`src/design/mcr_pkg.sv`:
```
// constants for the measurement configuration register group
// assumes a byte-wide register port driven by the serial front end
package mcr_pkg;
  localparam logic [7:0] MCR_ADDR_STATUS = 8'h01;
  localparam logic [7:0] MCR_ADDR_PER_HI = 8'h02;
  localparam logic [7:0] MCR_ADDR_PER_LO = 8'h03;
  localparam logic [7:0] MCR_ADDR_CFG    = 8'h04;
  localparam logic [7:0] MCR_RST_PER_HI  = 8'h00;
  localparam logic [7:0] MCR_RST_PER_LO  = 8'h3c;
  localparam logic [7:0] MCR_RST_CFG     = 8'h24;
  localparam logic [3:0] MCR_PER_HI_MAX  = 4'hf;
  localparam logic [7:0] MCR_PER_LO_MIN  = 8'h05;
  localparam logic [11:0] MCR_PER_MIN    = 12'h005;
  localparam logic [11:0] MCR_PER_MAX    = 12'hfff;
  localparam int MCR_HI_W       = 4;
  localparam int MCR_CFG_EN_BIT = 5;
  localparam int MCR_CFG_MD_BIT = 4;
  localparam int MCR_ST_ERR_BIT = 3;
  localparam int MCR_ST_CLR_BIT = 0;
  localparam int MCR_ST_PIN_BIT = 6;
  localparam logic [1:0] MCR_MODE_IDLE = 2'h0;
  localparam logic [1:0] MCR_MODE_CONT = 2'h2;
endpackage

```
`src/design/mcr_edge_fall.sv`:
```
// falling edge detector for a synchronous level input
// assumes input already synchronous to clk_sys
module mcr_edge_fall (
  input  wire logic clk_sys,
  input  wire logic sys_rst,
  input  wire logic clk_en,
  input  wire logic level_in,
  output logic      fall_pulse
);
  typedef struct packed {
    logic prev;
  } mcr_edge_state_t;
  mcr_edge_state_t s_q;
  mcr_edge_state_t s_d;

  always_comb begin
    s_d = s_q;
    s_d.prev = level_in;
  end

  // reset high so a pin low at reset is taken as an edge
  always_ff @(posedge clk_sys) begin
    if (sys_rst) begin
      s_q.prev <= 1'b1;
    end else if (clk_en) begin
      s_q <= s_d;
    end
  end

  assign fall_pulse = s_q.prev & ~level_in & clk_en;
endmodule

```
`src/design/mcr_regs.sv`:
```
// measurement period and configuration register group
// assumes a one-cycle write strobe and combinational read port
// Behaviour
// - period is high nibble then low byte
// - period above maximum treated as 4095
// - period below five treated as five
// - period latched entering continuous from idle
// - high above 0F flags error, forces 0F
// - low 00 to 04 flags error, forces 05
// - config bit 5 is software output enable
// - output depends on enable and pin
// - pin falling edge sets software enable
// - config bit 4 selects pulse style
// - error sticky until cleared; clear reads zero
module mcr_regs
  import mcr_pkg::*;
(
  input  wire logic        clk_sys,
  input  wire logic        sys_rst,
  input  wire logic        clk_en,
  input  wire logic        reg_wr,
  input  wire logic [7:0]  reg_addr,
  input  wire logic [7:0]  reg_wdata,
  output logic      [7:0]  reg_rdata,
  input  wire logic [1:0]  operating_mode_field,
  input  wire logic        pwm_disable_pin,
  input  wire logic        pwm_wave,
  output logic             pwm_out,
  output logic             pwm_pulse_train,
  output logic      [11:0] active_period,
  output logic             comm_error_flag
);
  import mcr_pkg::*;

  typedef struct packed {
    logic [3:0]  per_hi;
    logic [7:0]  per_lo;
    logic [1:0]  cfg_res;
    logic        pwm_sw_enable;
    logic        pwm_mode;
    logic [1:0]  baseline_comp_config;
    logic [11:0] period;
    logic [1:0]  mode_prev;
    logic        err;
    logic        pwm_out;
  } mcr_state_t;

  mcr_state_t s_q;
  mcr_state_t s_d;
  logic       pin_fall;
  logic [11:0] per_cat;

  mcr_edge_fall u_fall (
    .clk_sys    (clk_sys),
    .sys_rst    (sys_rst),
    .clk_en     (clk_en),
    .level_in   (pwm_disable_pin),
    .fall_pulse (pin_fall)
  );

  assign per_cat = {s_q.per_hi, s_q.per_lo};

  always_comb begin
    logic set_err;
    logic clr_err;
    set_err = 1'b0;
    clr_err = 1'b0;
    s_d = s_q;
    if (reg_wr) begin
      case (reg_addr)
        MCR_ADDR_PER_HI: begin
          // reserved bits not stored; any set one pushes the byte past 0f
          if (reg_wdata > {4'h0, MCR_PER_HI_MAX}) begin
            s_d.per_hi = MCR_PER_HI_MAX;
            set_err    = 1'b1;
          end else begin
            s_d.per_hi = reg_wdata[MCR_HI_W-1:0];
          end
        end
        MCR_ADDR_PER_LO: begin
          if (reg_wdata < MCR_PER_LO_MIN) begin
            s_d.per_lo = MCR_PER_LO_MIN;
            set_err    = 1'b1;
          end else begin
            s_d.per_lo = reg_wdata;
          end
        end
        MCR_ADDR_CFG: begin
          s_d.cfg_res       = reg_wdata[7:6];
          s_d.pwm_sw_enable = reg_wdata[MCR_CFG_EN_BIT];
          s_d.pwm_mode      = reg_wdata[MCR_CFG_MD_BIT];
          // stored only so the field reads back; its meaning lives elsewhere
          s_d.baseline_comp_config = reg_wdata[3:2];
        end
        MCR_ADDR_STATUS: begin
          clr_err = reg_wdata[MCR_ST_CLR_BIT];
        end
        default: begin
        end
      endcase
    end
    // hardware set wins over a concurrent software write
    if (pin_fall) begin
      s_d.pwm_sw_enable = 1'b1;
    end
    // set wins over clear so no error is lost
    if (set_err) begin
      s_d.err = 1'b1;
    end else if (clr_err) begin
      s_d.err = 1'b0;
    end
    s_d.mode_prev = operating_mode_field;
    if (s_q.mode_prev == MCR_MODE_IDLE &&
        operating_mode_field == MCR_MODE_CONT) begin
      if (per_cat < MCR_PER_MIN) begin
        s_d.period = MCR_PER_MIN;
      end else if (per_cat > MCR_PER_MAX) begin
        s_d.period = MCR_PER_MAX;
      end else begin
        s_d.period = per_cat;
      end
    end
    // output gated by both enable and pin
    s_d.pwm_out = s_q.pwm_sw_enable & ~pwm_disable_pin & pwm_wave;
  end

  always_ff @(posedge clk_sys) begin
    if (sys_rst) begin
      s_q.per_hi        <= MCR_RST_PER_HI[MCR_HI_W-1:0];
      s_q.per_lo        <= MCR_RST_PER_LO;
      s_q.cfg_res       <= MCR_RST_CFG[7:6];
      s_q.pwm_sw_enable <= MCR_RST_CFG[MCR_CFG_EN_BIT];
      s_q.pwm_mode      <= MCR_RST_CFG[MCR_CFG_MD_BIT];
      s_q.baseline_comp_config <= MCR_RST_CFG[3:2];
      s_q.period        <= {MCR_RST_PER_HI[MCR_HI_W-1:0], MCR_RST_PER_LO};
      s_q.mode_prev     <= MCR_MODE_IDLE;
      s_q.err           <= 1'b0;
      s_q.pwm_out       <= 1'b0;
    end else if (clk_en) begin
      s_q <= s_d;
    end
  end

  always_comb begin
    reg_rdata = 8'h00;
    case (reg_addr)
      MCR_ADDR_PER_HI: reg_rdata = {4'h0, s_q.per_hi};
      MCR_ADDR_PER_LO: reg_rdata = s_q.per_lo;
      MCR_ADDR_CFG: begin
        reg_rdata = {s_q.cfg_res, s_q.pwm_sw_enable, s_q.pwm_mode,
                     s_q.baseline_comp_config, operating_mode_field};
      end
      MCR_ADDR_STATUS: begin
        // clear bit reads zero; only the bits owned here
        reg_rdata[MCR_ST_ERR_BIT] = s_q.err;
        reg_rdata[MCR_ST_PIN_BIT] = pwm_disable_pin;
      end
      default: reg_rdata = 8'h00;
    endcase
  end

  assign pwm_out         = s_q.pwm_out;
  assign pwm_pulse_train = s_q.pwm_mode;
  assign active_period   = s_q.period;
  assign comm_error_flag = s_q.err;
endmodule

```
`config.mk`:
```
export PLATFORM = sky130hd
export DESIGN_NAME = mcr_regs
export DESIGN_NICKNAME = d
export VERILOG_FILES = /design/src/design/mcr_pkg.sv /design/src/design/mcr_edge_fall.sv /design/src/design/mcr_regs.sv
export SDC_FILE = /design/constraint.sdc
export NUM_CORES = 1
export LEC_CHECK = 0
export BUFFER_PORTS_ARGS = -buffer_cell sky130_fd_sc_hd__buf_4
export CAP_MARGIN = 20
export CORE_ASPECT_RATIO = 1.75
export CORE_UTILIZATION = 56
export DETAILED_ROUTE_END_ITERATION = 10
export PLACE_DENSITY = 0.86
export SLEW_MARGIN = 20
export SYNTH_ARGS = -nofsm -noshare
export SYNTH_HDL_FRONTEND = slang
export SYNTH_SLANG_ARGS = --single-unit
```
`constraint.sdc`:
```
create_clock -name clk_sys -period 2.5 [get_ports clk_sys]
set_input_delay 0.125 -clock clk_sys [delete_from_list [all_inputs] [get_ports clk_sys]]
set_output_delay 0.125 -clock clk_sys [all_outputs]
set_load 0.01 [all_outputs]
```
======== Word-level counts from Yosys, hierarchy flattened ========
Cells that the tools add are included.
operators by class
  eq/ne operators ......................... 5
  reduce and logical (&&, ||, !) cells .... 11
  multiplexer cells ....................... 20
  bitwise logic cells ..................... 5
  magnitude comparators ................... 4
operators with widths
  operator              number
  $mux 12               2
  $eq 8x2->1 const B    2
  $gt 12x12->1 const B  1
  $lt 12x3->1 const B   1
  $mux 4                3
  $reduce_and 3->1      4
  $pmux 3 s3            1
  $eq 8x1->1 const B    1
  $eq 8x3->1 const B    1
  $gt 8x4->1 const B    1
  $lt 8x3->1 const B    1
  $mux 1                8
  $mux 8                1
  $reduce_bool 2->1     3
  $and 1x1->1           4
  $pmux 1 s2            2
  $pmux 1 s4            1
  $pmux 2 s2            1
  $reduce_and 2->1      2
  $pmux 1 s3            1
  $eq 2x2->1 const B    1
  $logic_not 2->1       1
  $logic_and 1x1->1     1
  $not 1->1             1
word-level totals
  input port bits ......................... 24
  bits in registers ....................... 35

======== Longest topological paths before layout ========
Gate-level depths: netlist of the first run.
  depth in word-level cells ............... 6
  gate-level depth with buffers ........... 6

======== Cells and area by module ========
Synthesis of the first run repeated with hierarchy kept, for this count alone.
second synthesis, totals
  cell total of the unflattened synthesis .. 190
  area, all modules ....................... 1729.2 sq um
modules (own cells, without submodules)
  module         seq. area each (sq um)  cells an instance  instances  area an instance (sq um)
  mcr_regs       680.7                   186                1          1684.1
  mcr_edge_fall  20.0                    4                  1          45.0

======== Worst setup path after synthesis of the first run ========
Ideal clock, no wire load.
  path kind ............................... in2out
  start ................................... input reg_addr[5]
  end ..................................... output reg_rdata[3]
  buffers on the path ..................... 0
  stages .................................. 4
  data arrival time ....................... 1525 ps
  required time ........................... 2375 ps
  slack ................................... 850 ps
  cells stage by stage .................... or4_4 -> or2_2 -> nor2_1 -> a22o_1
between the ends
  word-level cells in the longest chain between the ends .. 2
ends and longest elaborated chain
  item                                line             source
  from (decl)                         mcr_regs.sv:22   input wire logic [7:0] reg_addr,
  $eq 8x1->1 (tied with other cells)  mcr_regs.sv:146  case (reg_addr)
  $pmux 1 s4 *                        mcr_regs.sv:146
  to (decl)                           mcr_regs.sv:24   output logic [7:0] reg_rdata,
Mark *: on every way between the ends. The rest lies on a longest branch, timed or not.

======== Worst setup path after layout of the first run ========
Ends and elaborated chain as after synthesis.

==> results of run 1 <==
## how the worst max path moves through the flow
| stage | start | to | slack, ns |
|---|---|---|---|
| 6_report | reg_addr[5] | reg_rdata[3] | 0.45 |
| 2_1_floorplan | reg_addr[5] | reg_rdata[3] | 0.85 |
| 3_3_place_gp | reg_addr[5] | reg_rdata[3] | 0.48 |
| 4_1_cts | reg_addr[5] | reg_rdata[3] | 0.45 |
| 5_1_grt | reg_addr[5] | reg_rdata[3] | 0.35 |
| 3_5_place_dp | reg_addr[5] | reg_rdata[4] | 0.45 |
## placed cells by master, fill, tap and decap left out, types with 2 or more instances in the layout
cell / synthesis / layout
buf_4: 12 / 48
o21bai_1: 2 / 2
dfxtp_1: 35 / 35
nor3_1: 4 / 4
or4_1: 3 / 3
clkbuf_1: 9 / 2
nand3b_1: 4 / 4
a21oi_1: 8 / 8
or2_2: 2 / 2
o21ai_0: 5 / 5
a211o_1: 5 / 5
nor4_4: 3 / 3
nand2_1: 26 / 26
mux2i_1: 13 / 13
nor2b_1: 8 / 8
nand3_1: 4 / 4
nor2_1: 24 / 24
clkbuf_8: 0 / 5
inv_1: 3 / 3
nand2b_1: 3 / 3
and3_1: 2 / 2
o2bb2ai_1: 4 / 4
a31oi_1: 2 / 2
a32o_1: 3 / 3
a211oi_1: 5 / 5
## metal layers
layer,GRT usage,vias up,share of wire
met2,0.443,65,0.56
li1,-,772,-
met3,0.0643,13,0.045
met1,0.273,709,0.37
met5,0,-,0
met4,0.161,0,0.029
## metrics by stage
step                      power (µW)  instances  setup WS [ns]   util
final                           1070        278          0.446  0.713
after global routing            1100        278          0.352  0.713
after CTS                       1070        278          0.453  0.713
after detailed placement         684        270          0.453  0.685
after global placement           682        270          0.477  0.685
after floorplan                  635        202          0.850      -
## sequential cells by signal (all words and copies together) (netlist names)
signal / flops
active_period: 12
comm_error_flag: 1
per_cat: 12
pwm_out: 1
pwm_pulse_train: 1
s_q: 7
u_fall.s_q: 1
## cell families (layout without fill, tap and decap cells)
kind of cell | Yosys count | after routing
AND/OR/NAND/NOR | 91 | 91
AO/OA/AOI/OAI | 38 | 38
flip-flops | 35 | 35
buffers and inverters | 25 | 59
multiplexers | 13 | 13
## layout make-up
type / instances / area [µm²] / share of cell area
clock inverter: 1 / 5.00 / 0.00237
timing repair buffer: 48 / 360 / 0.171
inverter: 3 / 11.3 / 0.00534
sequential: 35 / 701 / 0.332
multi-input combinational: 142 / 903 / 0.428
clock buffer: 7 / 76.3 / 0.0362
tap: 42 / 52.6 / 0.0249
## power breakdown
part	internal, µW	switching [µW]	total, µW
Combinational	47.6	56.7	104
Sequential	565	3.33	568
Clock	195	200	395
Total	807	260	1070
## worst max-delay path, stage by stage
cell	delay [ns]
buf_4	0.11
or4_4	0.57
or2_2	0.32
nor2_1	0.46
a22o_1	0.24
buf_4	0.11
==> impl_metrics.toml, run 1 <==
[sta]
setup_viol_count_final = 0
tightestPinTransition_ns = 0.716
maxSlewViolCount = 0
hold_slack_ns = 0.0473
setup-tns-final_ns = 0
fin_crit_sh = 0.822
hold_viol = 0
fmax_mhz = 487
fin_skew_ns = 0.00221
slew_headroom = 0.519
layout_min_cycle_time_ns = 2.05
rsz0062_at_grt = "no"

[setup_path]
crit-reg2reg-launch = "per_cat[4]"
r2r_slack_ns = 1.20
r2r.worst_path.cells = 4
critPathMaxFanout = 7
rr_endpoint = "active_period[0]"
critPathArrivalTime_ns = 1.93
critPathCaptureType = "primary output"
critical_path_class = "primary input to primary output"
critPathLaunchType = "primary input"
required_ns = 2.38

[synth]
synth-compound-area-share = 0.154
synth_edf_count = 0
synth_warnings = 0
yosys_register_bits = 35
synth-xor-area-share = 0
avgSynthCellArea_um2 = 8.67
ys.flop_type = "dfxtp_1"
yosysUniqueCellTypes = 37
seq_area_frac_synth = 0.400
synth_top_family_by_area = "simple AND/OR/NAND/NOR gates"
yosys-top-cells-area = "dfxtp_1, mux2i_1, nand2_1"
synthSimpleGateAreaFrac = 0.287
synth_most_common_cell = "dfxtp_1"
syn_area_mm2 = 0.00175
netlist.area_leader.share = 0.400
synth_commonest_cells = "dfxtp_1, nand2_1, nor2_1"
synth_top_cell_by_area = "dfxtp_1"
syn_nets = 226
syn_inst = 202
synth_mux_area_frac = 0.0743
synth_fa_ha_area_frac = 0
synthArstFlopShare = 0

[cts]
numCtsBuffers = 5
holdBufCountCts = 0
cts_sinks = 35
clk_latency_ns = 0.29
clk_pin_slew_ns = 0.06
cts_root_buf = "clkbuf_8"
h-tree-depth = 2
clockBufferDepth = 2
cts_resized = 0
cts_tree = "yes"
cts_setup_buffers = 0

[placement]
hpwlAfterDp_mm = 2.91
port_buffers = 46
gp_congestion = 0.878
placed_area_mm2 = 0.00203

[hold_path]
hp-class = "primary input to register"
holdCritStartpoint = "pwm_disable_pin"
holdPathStages = 2
holdPathEnd = "u_fall.s_q"

[finish]
final_cell_area_mm2 = 0.00211
fin_nets = 259
synthToLayoutAreaGrowth_pct = 20.5
drive_gt1_frac = 0.263
n_antenna_cell = 0
nFillCells = 261

[die]
die_h_um = 76.0
die_w_um = 44.3
core_mm2 = 0.00296
rows = 26
ios = 47
dieArea_mm2 = 0.00336
start_util = 0.591

[global_route]
antenna_found_initial = 0
grt_pass1_wl_mm = 6.60
grt_pass1_vias = 1499
track_usage = 0.262
gr-total-overflow = 0
grt_max_degree = 38

[route]
wire_per_inst_um = 14.1
vias_per_cell = 5.61
ant_nets = 0
drc = 0
dr.pass1.iters = 6
vias = 1559
drt_iter0_drc = 37
routed_wl_mm = 3.93

[job]
drv_cap = 0

[pwr]
power.density_mw_per_mm2 = 506
peakVddDrop_v = 0.000378
leakage_uw = 0.000827

[run_status]
status = "complete, no violations"
(Power assumes the default switching activity.)
==> run 2, diff against run 1 <==
--- a/config.mk
+++ b/config.mk
@@ -8,9 +8,9 @@
 export BUFFER_PORTS_ARGS = -buffer_cell sky130_fd_sc_hd__buf_4
 export CAP_MARGIN = 20
 export CORE_ASPECT_RATIO = 1.75
-export CORE_UTILIZATION = 56
+export CORE_UTILIZATION = 47
 export DETAILED_ROUTE_END_ITERATION = 10
-export PLACE_DENSITY = 0.86
+export PLACE_DENSITY = 0.77
 export SLEW_MARGIN = 20
 export SYNTH_ARGS = -nofsm -noshare
 export SYNTH_HDL_FRONTEND = slang
==> constraint.sdc (replaced) <==
create_clock -name clk_sys -period 1.67 [get_ports clk_sys]
set_input_delay 0.0835 -clock clk_sys [delete_from_list [all_inputs] [get_ports clk_sys]]
set_output_delay 0.0835 -clock clk_sys [all_outputs]
set_load 0.01 [all_outputs]
==> run 2 against run 1 <==
Compared with the run above: sequential cell count stayed put; global-route usage is 3.1 points lower; die area is 18% higher; design area is 6.2% higher; clock-buffer cell count is 1 lower; first-iteration DRC count is 38% lower; largest cell class unchanged; largest power group unchanged.
==> impl_metrics.toml, run 2 (same netlist as run 1, synthesis figures left out) <==
[run_status]
status = "complete, no violations"

[setup_path]
rr_endpoint = "active_period[0]"
critical_path_class = "primary input to primary output"
critPathMaxFanout = 4
critPathCaptureType = "primary output"
crit-reg2reg-launch = "per_cat[4]"
r2r.worst_path.cells = 4
critPathLaunchType = "primary input"
critPathArrivalTime_ns = 1.52
required_ns = 1.59
r2r_slack_ns = 0.40

[placement]
hpwlAfterDp_mm = 3.15
gp_congestion = 0.845
placed_area_mm2 = 0.00211
placed_cells = 282
port_buffers = 46

[global_route]
track_usage = 0.230
grt_pass1_wl_mm = 6.49
grt_pass1_vias = 1467
gr-total-overflow = 0
grt_max_degree = 38
antenna_found_initial = 0

[pwr]
sw_frac_of_total = 0.216
leakage_uw = 0.000895
internal-power_uw = 1400
power.density_mw_per_mm2 = 800
pwr-share-clk = 0.435
p_comb_frac = 0.091
switching_power_uw = 388
peakVddDrop_v = 0.000734
pwr-share-seq = 0.474

[die]
dieArea_mm2 = 0.00398
die_w_um = 48.1
rows = 29
ios = 47
core_mm2 = 0.00359
die_h_um = 82.7
start_util = 0.487

[cts]
cts_sinks = 35
clk_latency_ns = 0.28
clockBufferDepth = 2
clk_pin_slew_ns = 0.07
numCtsBuffers = 5
h-tree-depth = 2
cts_root_buf = "clkbuf_8"
cts_tree = "yes"

[sta]
layout_min_cycle_time_ns = 1.61
fmax_mhz = 622
setup-tns-final_ns = 0
maxSlewViolCount = 0
hold_viol = 0
setup_viol_count_final = 0
tightestPinTransition_ns = 0.396
fin_crit_sh = 0.963
fin_skew_ns = 0.00623
rsz0062_at_grt = "no"
hold_slack_ns = 0.0169
slew_headroom = 0.736

[route]
drt_iter0_drc = 23
routed_wl_mm = 4.01
vias = 1561
ant_nets = 0
drc = 0
wire_per_inst_um = 13.8
dr.pass1.iters = 4
vias_per_cell = 5.36

[finish]
fin_nets = 268
finalNonFillerCells = 291
final_cell_area_mm2 = 0.00224
mostFrequentLayoutCell = "buf_4"
synthToLayoutAreaGrowth_pct = 27.9
n_antenna_cell = 0
final_cell_mix = "buf_4, dfxtp_1, nand2_1"
drive_gt1_frac = 0.302
nFillCells = 333
final_core_util = 0.623

[job]
drv_cap = 0

[hold_path]
holdCritStartpoint = "pwm_disable_pin"
hp-class = "primary input to register"
holdPathStages = 2
holdPathEnd = "u_fall.s_q"
[run 2: changes by cell type in the layout (fill, tap and decap cells not counted)]
cell,previous run,this run
buf_4,48,55
clkbuf_1,2,0
buf_12,0,1
buf_6,0,1
bufinv_16,0,1
clkbuf_8,5,6
nor2_1,24,23
nor2_2,0,1
or2_2,2,1
or2_4,0,1
[run 2: how the worst max path moves through the flow]
stage / startpoint / end / slack (ns)
after detailed placement: reg_addr[5] / reg_rdata[1] / -0.07
after floorplan: reg_addr[5] / s_q[16] / 0.07
after global placement: reg_addr[5] / reg_rdata[0] / -0.02
after CTS: reg_addr[6] / reg_rdata[1] / 0.009
final: reg_addr[2] / reg_rdata[1] / 0.06
after global routing: reg_addr[2] / reg_rdata[2] / 0.02
[run 2: layer usage]
metal / track usage / up-vias / wire length [µm]
met5: 0 / - / 0
li1: - / 787 / -
met1: 0.244 / 722 / 1520
met2: 0.416 / 42 / 2270
met3: 0.0413 / 10 / 118
met4: 0.100 / 0 / 104
[run 2: final cells by class]
| class | count | area (µm²) | share of cell area |
|---|---|---|---|
| clock inverters | 2 | 35.0 | 0.0156 |
| multi-input cells | 142 | 908 | 0.406 |
| inverters | 3 | 11.3 | 0.00503 |
| well taps | 46 | 57.6 | 0.0257 |
| clock buffers | 6 | 82.6 | 0.0369 |
| flip-flops and latches | 35 | 701 | 0.313 |
| repair buffers | 57 | 444 | 0.198 |
[run 2: what timing repair did]
action                     4_1_cts  5_1_grt
resized for setup                2        1
pin swaps                        1        1
hold buffers                     0        0
hold endpoints to repair         0        0
setup endpoints to repair        7        5
buffers inserted                 1        0
[run 2: critical path: stages]
cell,delay [ns]
buf_4,0.13
or4_1,0.61
nor2_1,0.20
nand2_1,0.14
o2bb2ai_1,0.21
buf_4,0.15
[run 2: power by group through the flow]
stage | registers [µW] | logic (µW) | clock network, µW
floorplan | 868 | 82.5 | 0
detailed placement | 869 | 162 | 0
global placement | 869 | 159 | 0
CTS | 850 | 163 | 787
global route | 851 | 179 | 833
finish | 850 | 163 | 780
[run 2: per-stage QoR]
step	power [µW]	setup WS, ns
2_1_floorplan	951	0.0710
3_3_place_gp	1030	-0.0244
3_5_place_dp	1030	-0.0715
4_1_cts	1800	0.00868
5_1_grt	1860	0.0162
6_report	1790	0.0620
==> run 3, diff against run 2 <==
--- a/config.mk
+++ b/config.mk
@@ -8,10 +8,11 @@
 export BUFFER_PORTS_ARGS = -buffer_cell sky130_fd_sc_hd__buf_4
 export CAP_MARGIN = 20
 export CORE_ASPECT_RATIO = 1.75
-export CORE_UTILIZATION = 47
+export CORE_UTILIZATION = 46
 export DETAILED_ROUTE_END_ITERATION = 10
-export PLACE_DENSITY = 0.77
+export PLACE_DENSITY = 0.71
 export SLEW_MARGIN = 20
 export SYNTH_ARGS = -nofsm -noshare
 export SYNTH_HDL_FRONTEND = slang
+export SYNTH_HIERARCHICAL = 1
 export SYNTH_SLANG_ARGS = --single-unit
==> run 3 against run 2 <==
Compared with the run above: die area grew 0.90%; fmax up 20%; final cell count is 5.2% lower; register-to-register slack got worse by 0.04 ns; critical path depth unchanged.
==> impl_metrics.toml, run 3 <==
[run_status]
status = "complete, no violations"

[cts]
h-tree-depth = 2
numCtsBuffers = 5
clk_pin_slew_ns = 0.07
cts_root_buf = "clkbuf_8"
cts_resized = 0
cts_tree = "yes"
clockBufferDepth = 2
holdBufCountCts = 0
cts_setup_buffers = 0
cts_sinks = 35
clk_latency_ns = 0.28

[sta]
hold_slack_ns = 0.0286
rsz0062_at_grt = "no"
maxSlewViolCount = 0
layout_min_cycle_time_ns = 1.34
fin_crit_sh = 0.802
setup-tns-final_ns = 0
fmax_mhz = 747
tightestPinTransition_ns = 0.389
setup_viol_count_final = 0
hold_viol = 0
slew_headroom = 0.738
fin_skew_ns = 0.00514

[global_route]
grt_pass1_vias = 1443
gr-total-overflow = 0
track_usage = 0.212
antenna_found_initial = 0
grt_pass1_wl_mm = 6.68
grt_max_degree = 28

[die]
start_util = 0.481
core_mm2 = 0.00359
ios = 47
dieArea_mm2 = 0.00402
rows = 29
die_w_um = 48.3
die_h_um = 83.1

[setup_path]
worstSetupPathDepth = 6
critical_path_class = "primary input to register"
path_buf_inv = 2
crit_top_cell = "buf_4"
crit_chain = "buf_4 > or4_4 > nor4_4 > buf_4 > mux2i_1 > nand2_1"
critPathCaptureType = "register"
critPathLaunchType = "primary input"
cp_slowest_stage_delay_ns = 0.56
critPathMaxFanout = 6
critPathSlowestCell = "or4_4"
required_ns = 1.82
critPathArrivalTime_ns = 1.49
cpLargestDelayFamily = "simple AND/OR/NAND/NOR gates"
r2r.worst_path.cells = 4

[route]
vias_per_cell = 5.50
wire_per_inst_um = 14.4
drc = 0
vias = 1519
ant_nets = 0
drt_iter0_drc = 39
routed_wl_mm = 3.98
dr.pass1.iters = 4

[synth]
synthArstFlopShare = 0
syn_nets = 214
synth_warnings = 6
yosysUniqueCellTypes = 40
synth_most_common_cell = "dfxtp_1"
seq_area_frac_synth = 0.405
synth_top_cell_by_area = "dfxtp_1"
synth_edf_count = 0
ys.flop_type = "dfxtp_1"
netlist.area_leader.share = 0.405
syn_inst = 190
synth_commonest_cells = "dfxtp_1, nor2_1, mux2i_1"
avgSynthCellArea_um2 = 9.10
yosys-top-cells-area = "dfxtp_1, mux2i_1, nor2_1"
yosys_register_bits = 35
syn_area_mm2 = 0.00173

[pwr]
leakage_uw = 0.000875
total_power_uw = 1560
peakVddDrop_v = 0.000513
power.density_mw_per_mm2 = 740

[placement]
hpwlAfterDp_mm = 2.97
port_buffers = 46
gp_congestion = 0.774

[finish]
multi_input_area_um2 = 862
drive_gt1_frac = 0.287
synthToLayoutAreaGrowth_pct = 22.1
fin_nets = 253
nFillCells = 331
regArea_um2 = 701
final_cell_mix = "buf_4, dfxtp_1, nor2_1"
mostFrequentLayoutCell = "buf_4"
n_antenna_cell = 0

[hold_path]
hp-class = "primary input to register"
holdPathStages = 2

[job]
drv_cap = 0
run 3: metrics by stage:
| stage | cells | setup WS [ns] | util | area (µm²) |
|---|---|---|---|---|
| after global routing | 276 | 0.246 | 0.588 | 2110 |
| after global placement | 268 | 0.0663 | 0.565 | 2030 |
| final | 276 | 0.331 | 0.588 | 2110 |
| after floorplan | 190 | 0.0773 | - | 1730 |
| after detailed placement | 268 | 0.0406 | 0.565 | 2030 |
| after CTS | 276 | 0.327 | 0.588 | 2110 |
run 3: power by group:
| part | switching, µW | leakage, µW | internal, µW |
|---|---|---|---|
| registers | 3.73 | 0.000283 | 841 |
| logic | 74.4 | 0.000549 | 66.4 |
| clock network | 284 | 0.0000422 | 292 |
run 3: cell type report:
| class | instances | area share |
|---|---|---|
| Clock buffer | 7 | 0.0362 |
| Clock inverter | 1 | 0.00237 |
| Inverter | 3 | 0.00533 |
| Multi-Input combinational cell | 131 | 0.408 |
| Sequential cell | 35 | 0.332 |
| Tap cell | 46 | 0.0273 |
| Timing Repair Buffer | 53 | 0.189 |
run 3: worst paths after layout:
check / from / endpoint / slack, ns
worst max-delay path: reg_addr[3] / per_cat[3] / 0.33
worst min-delay path: pwm_disable_pin / u_fall/s_q / 0.03
worst max register to register: per_cat[6] / active_period[0] / 0.36
worst min register to register: pwm_out / pwm_out / 0.47
run 3: worst register-to-register path, cell delays in order (launching register included):
cell and delay, ns:
dfxtp_1 0.37, nor4_1 0.38, nand4_1 0.21, nand2_1 0.11, o221a_2 0.17
run 3: cells by family after synthesis:
kind of cell	count (synthesis)	synth area share
and+or+nand+nor	76	0.235
buffers and inverters	24	0.0962
DFF	35	0.405
AOI/OAI and AO/OA	31	0.124
muxes	24	0.139
run 3: routing by layer:
metal,wire length [µm],vias to the layer above,share of wire,GRT usage
met5,0,-,0,0
met4,109,0,0.027,0.112
met3,187,9,0.047,0.0495
met2,2020,45,0.51,0.359
met1,1660,716,0.42,0.242
li1,-,749,-,-
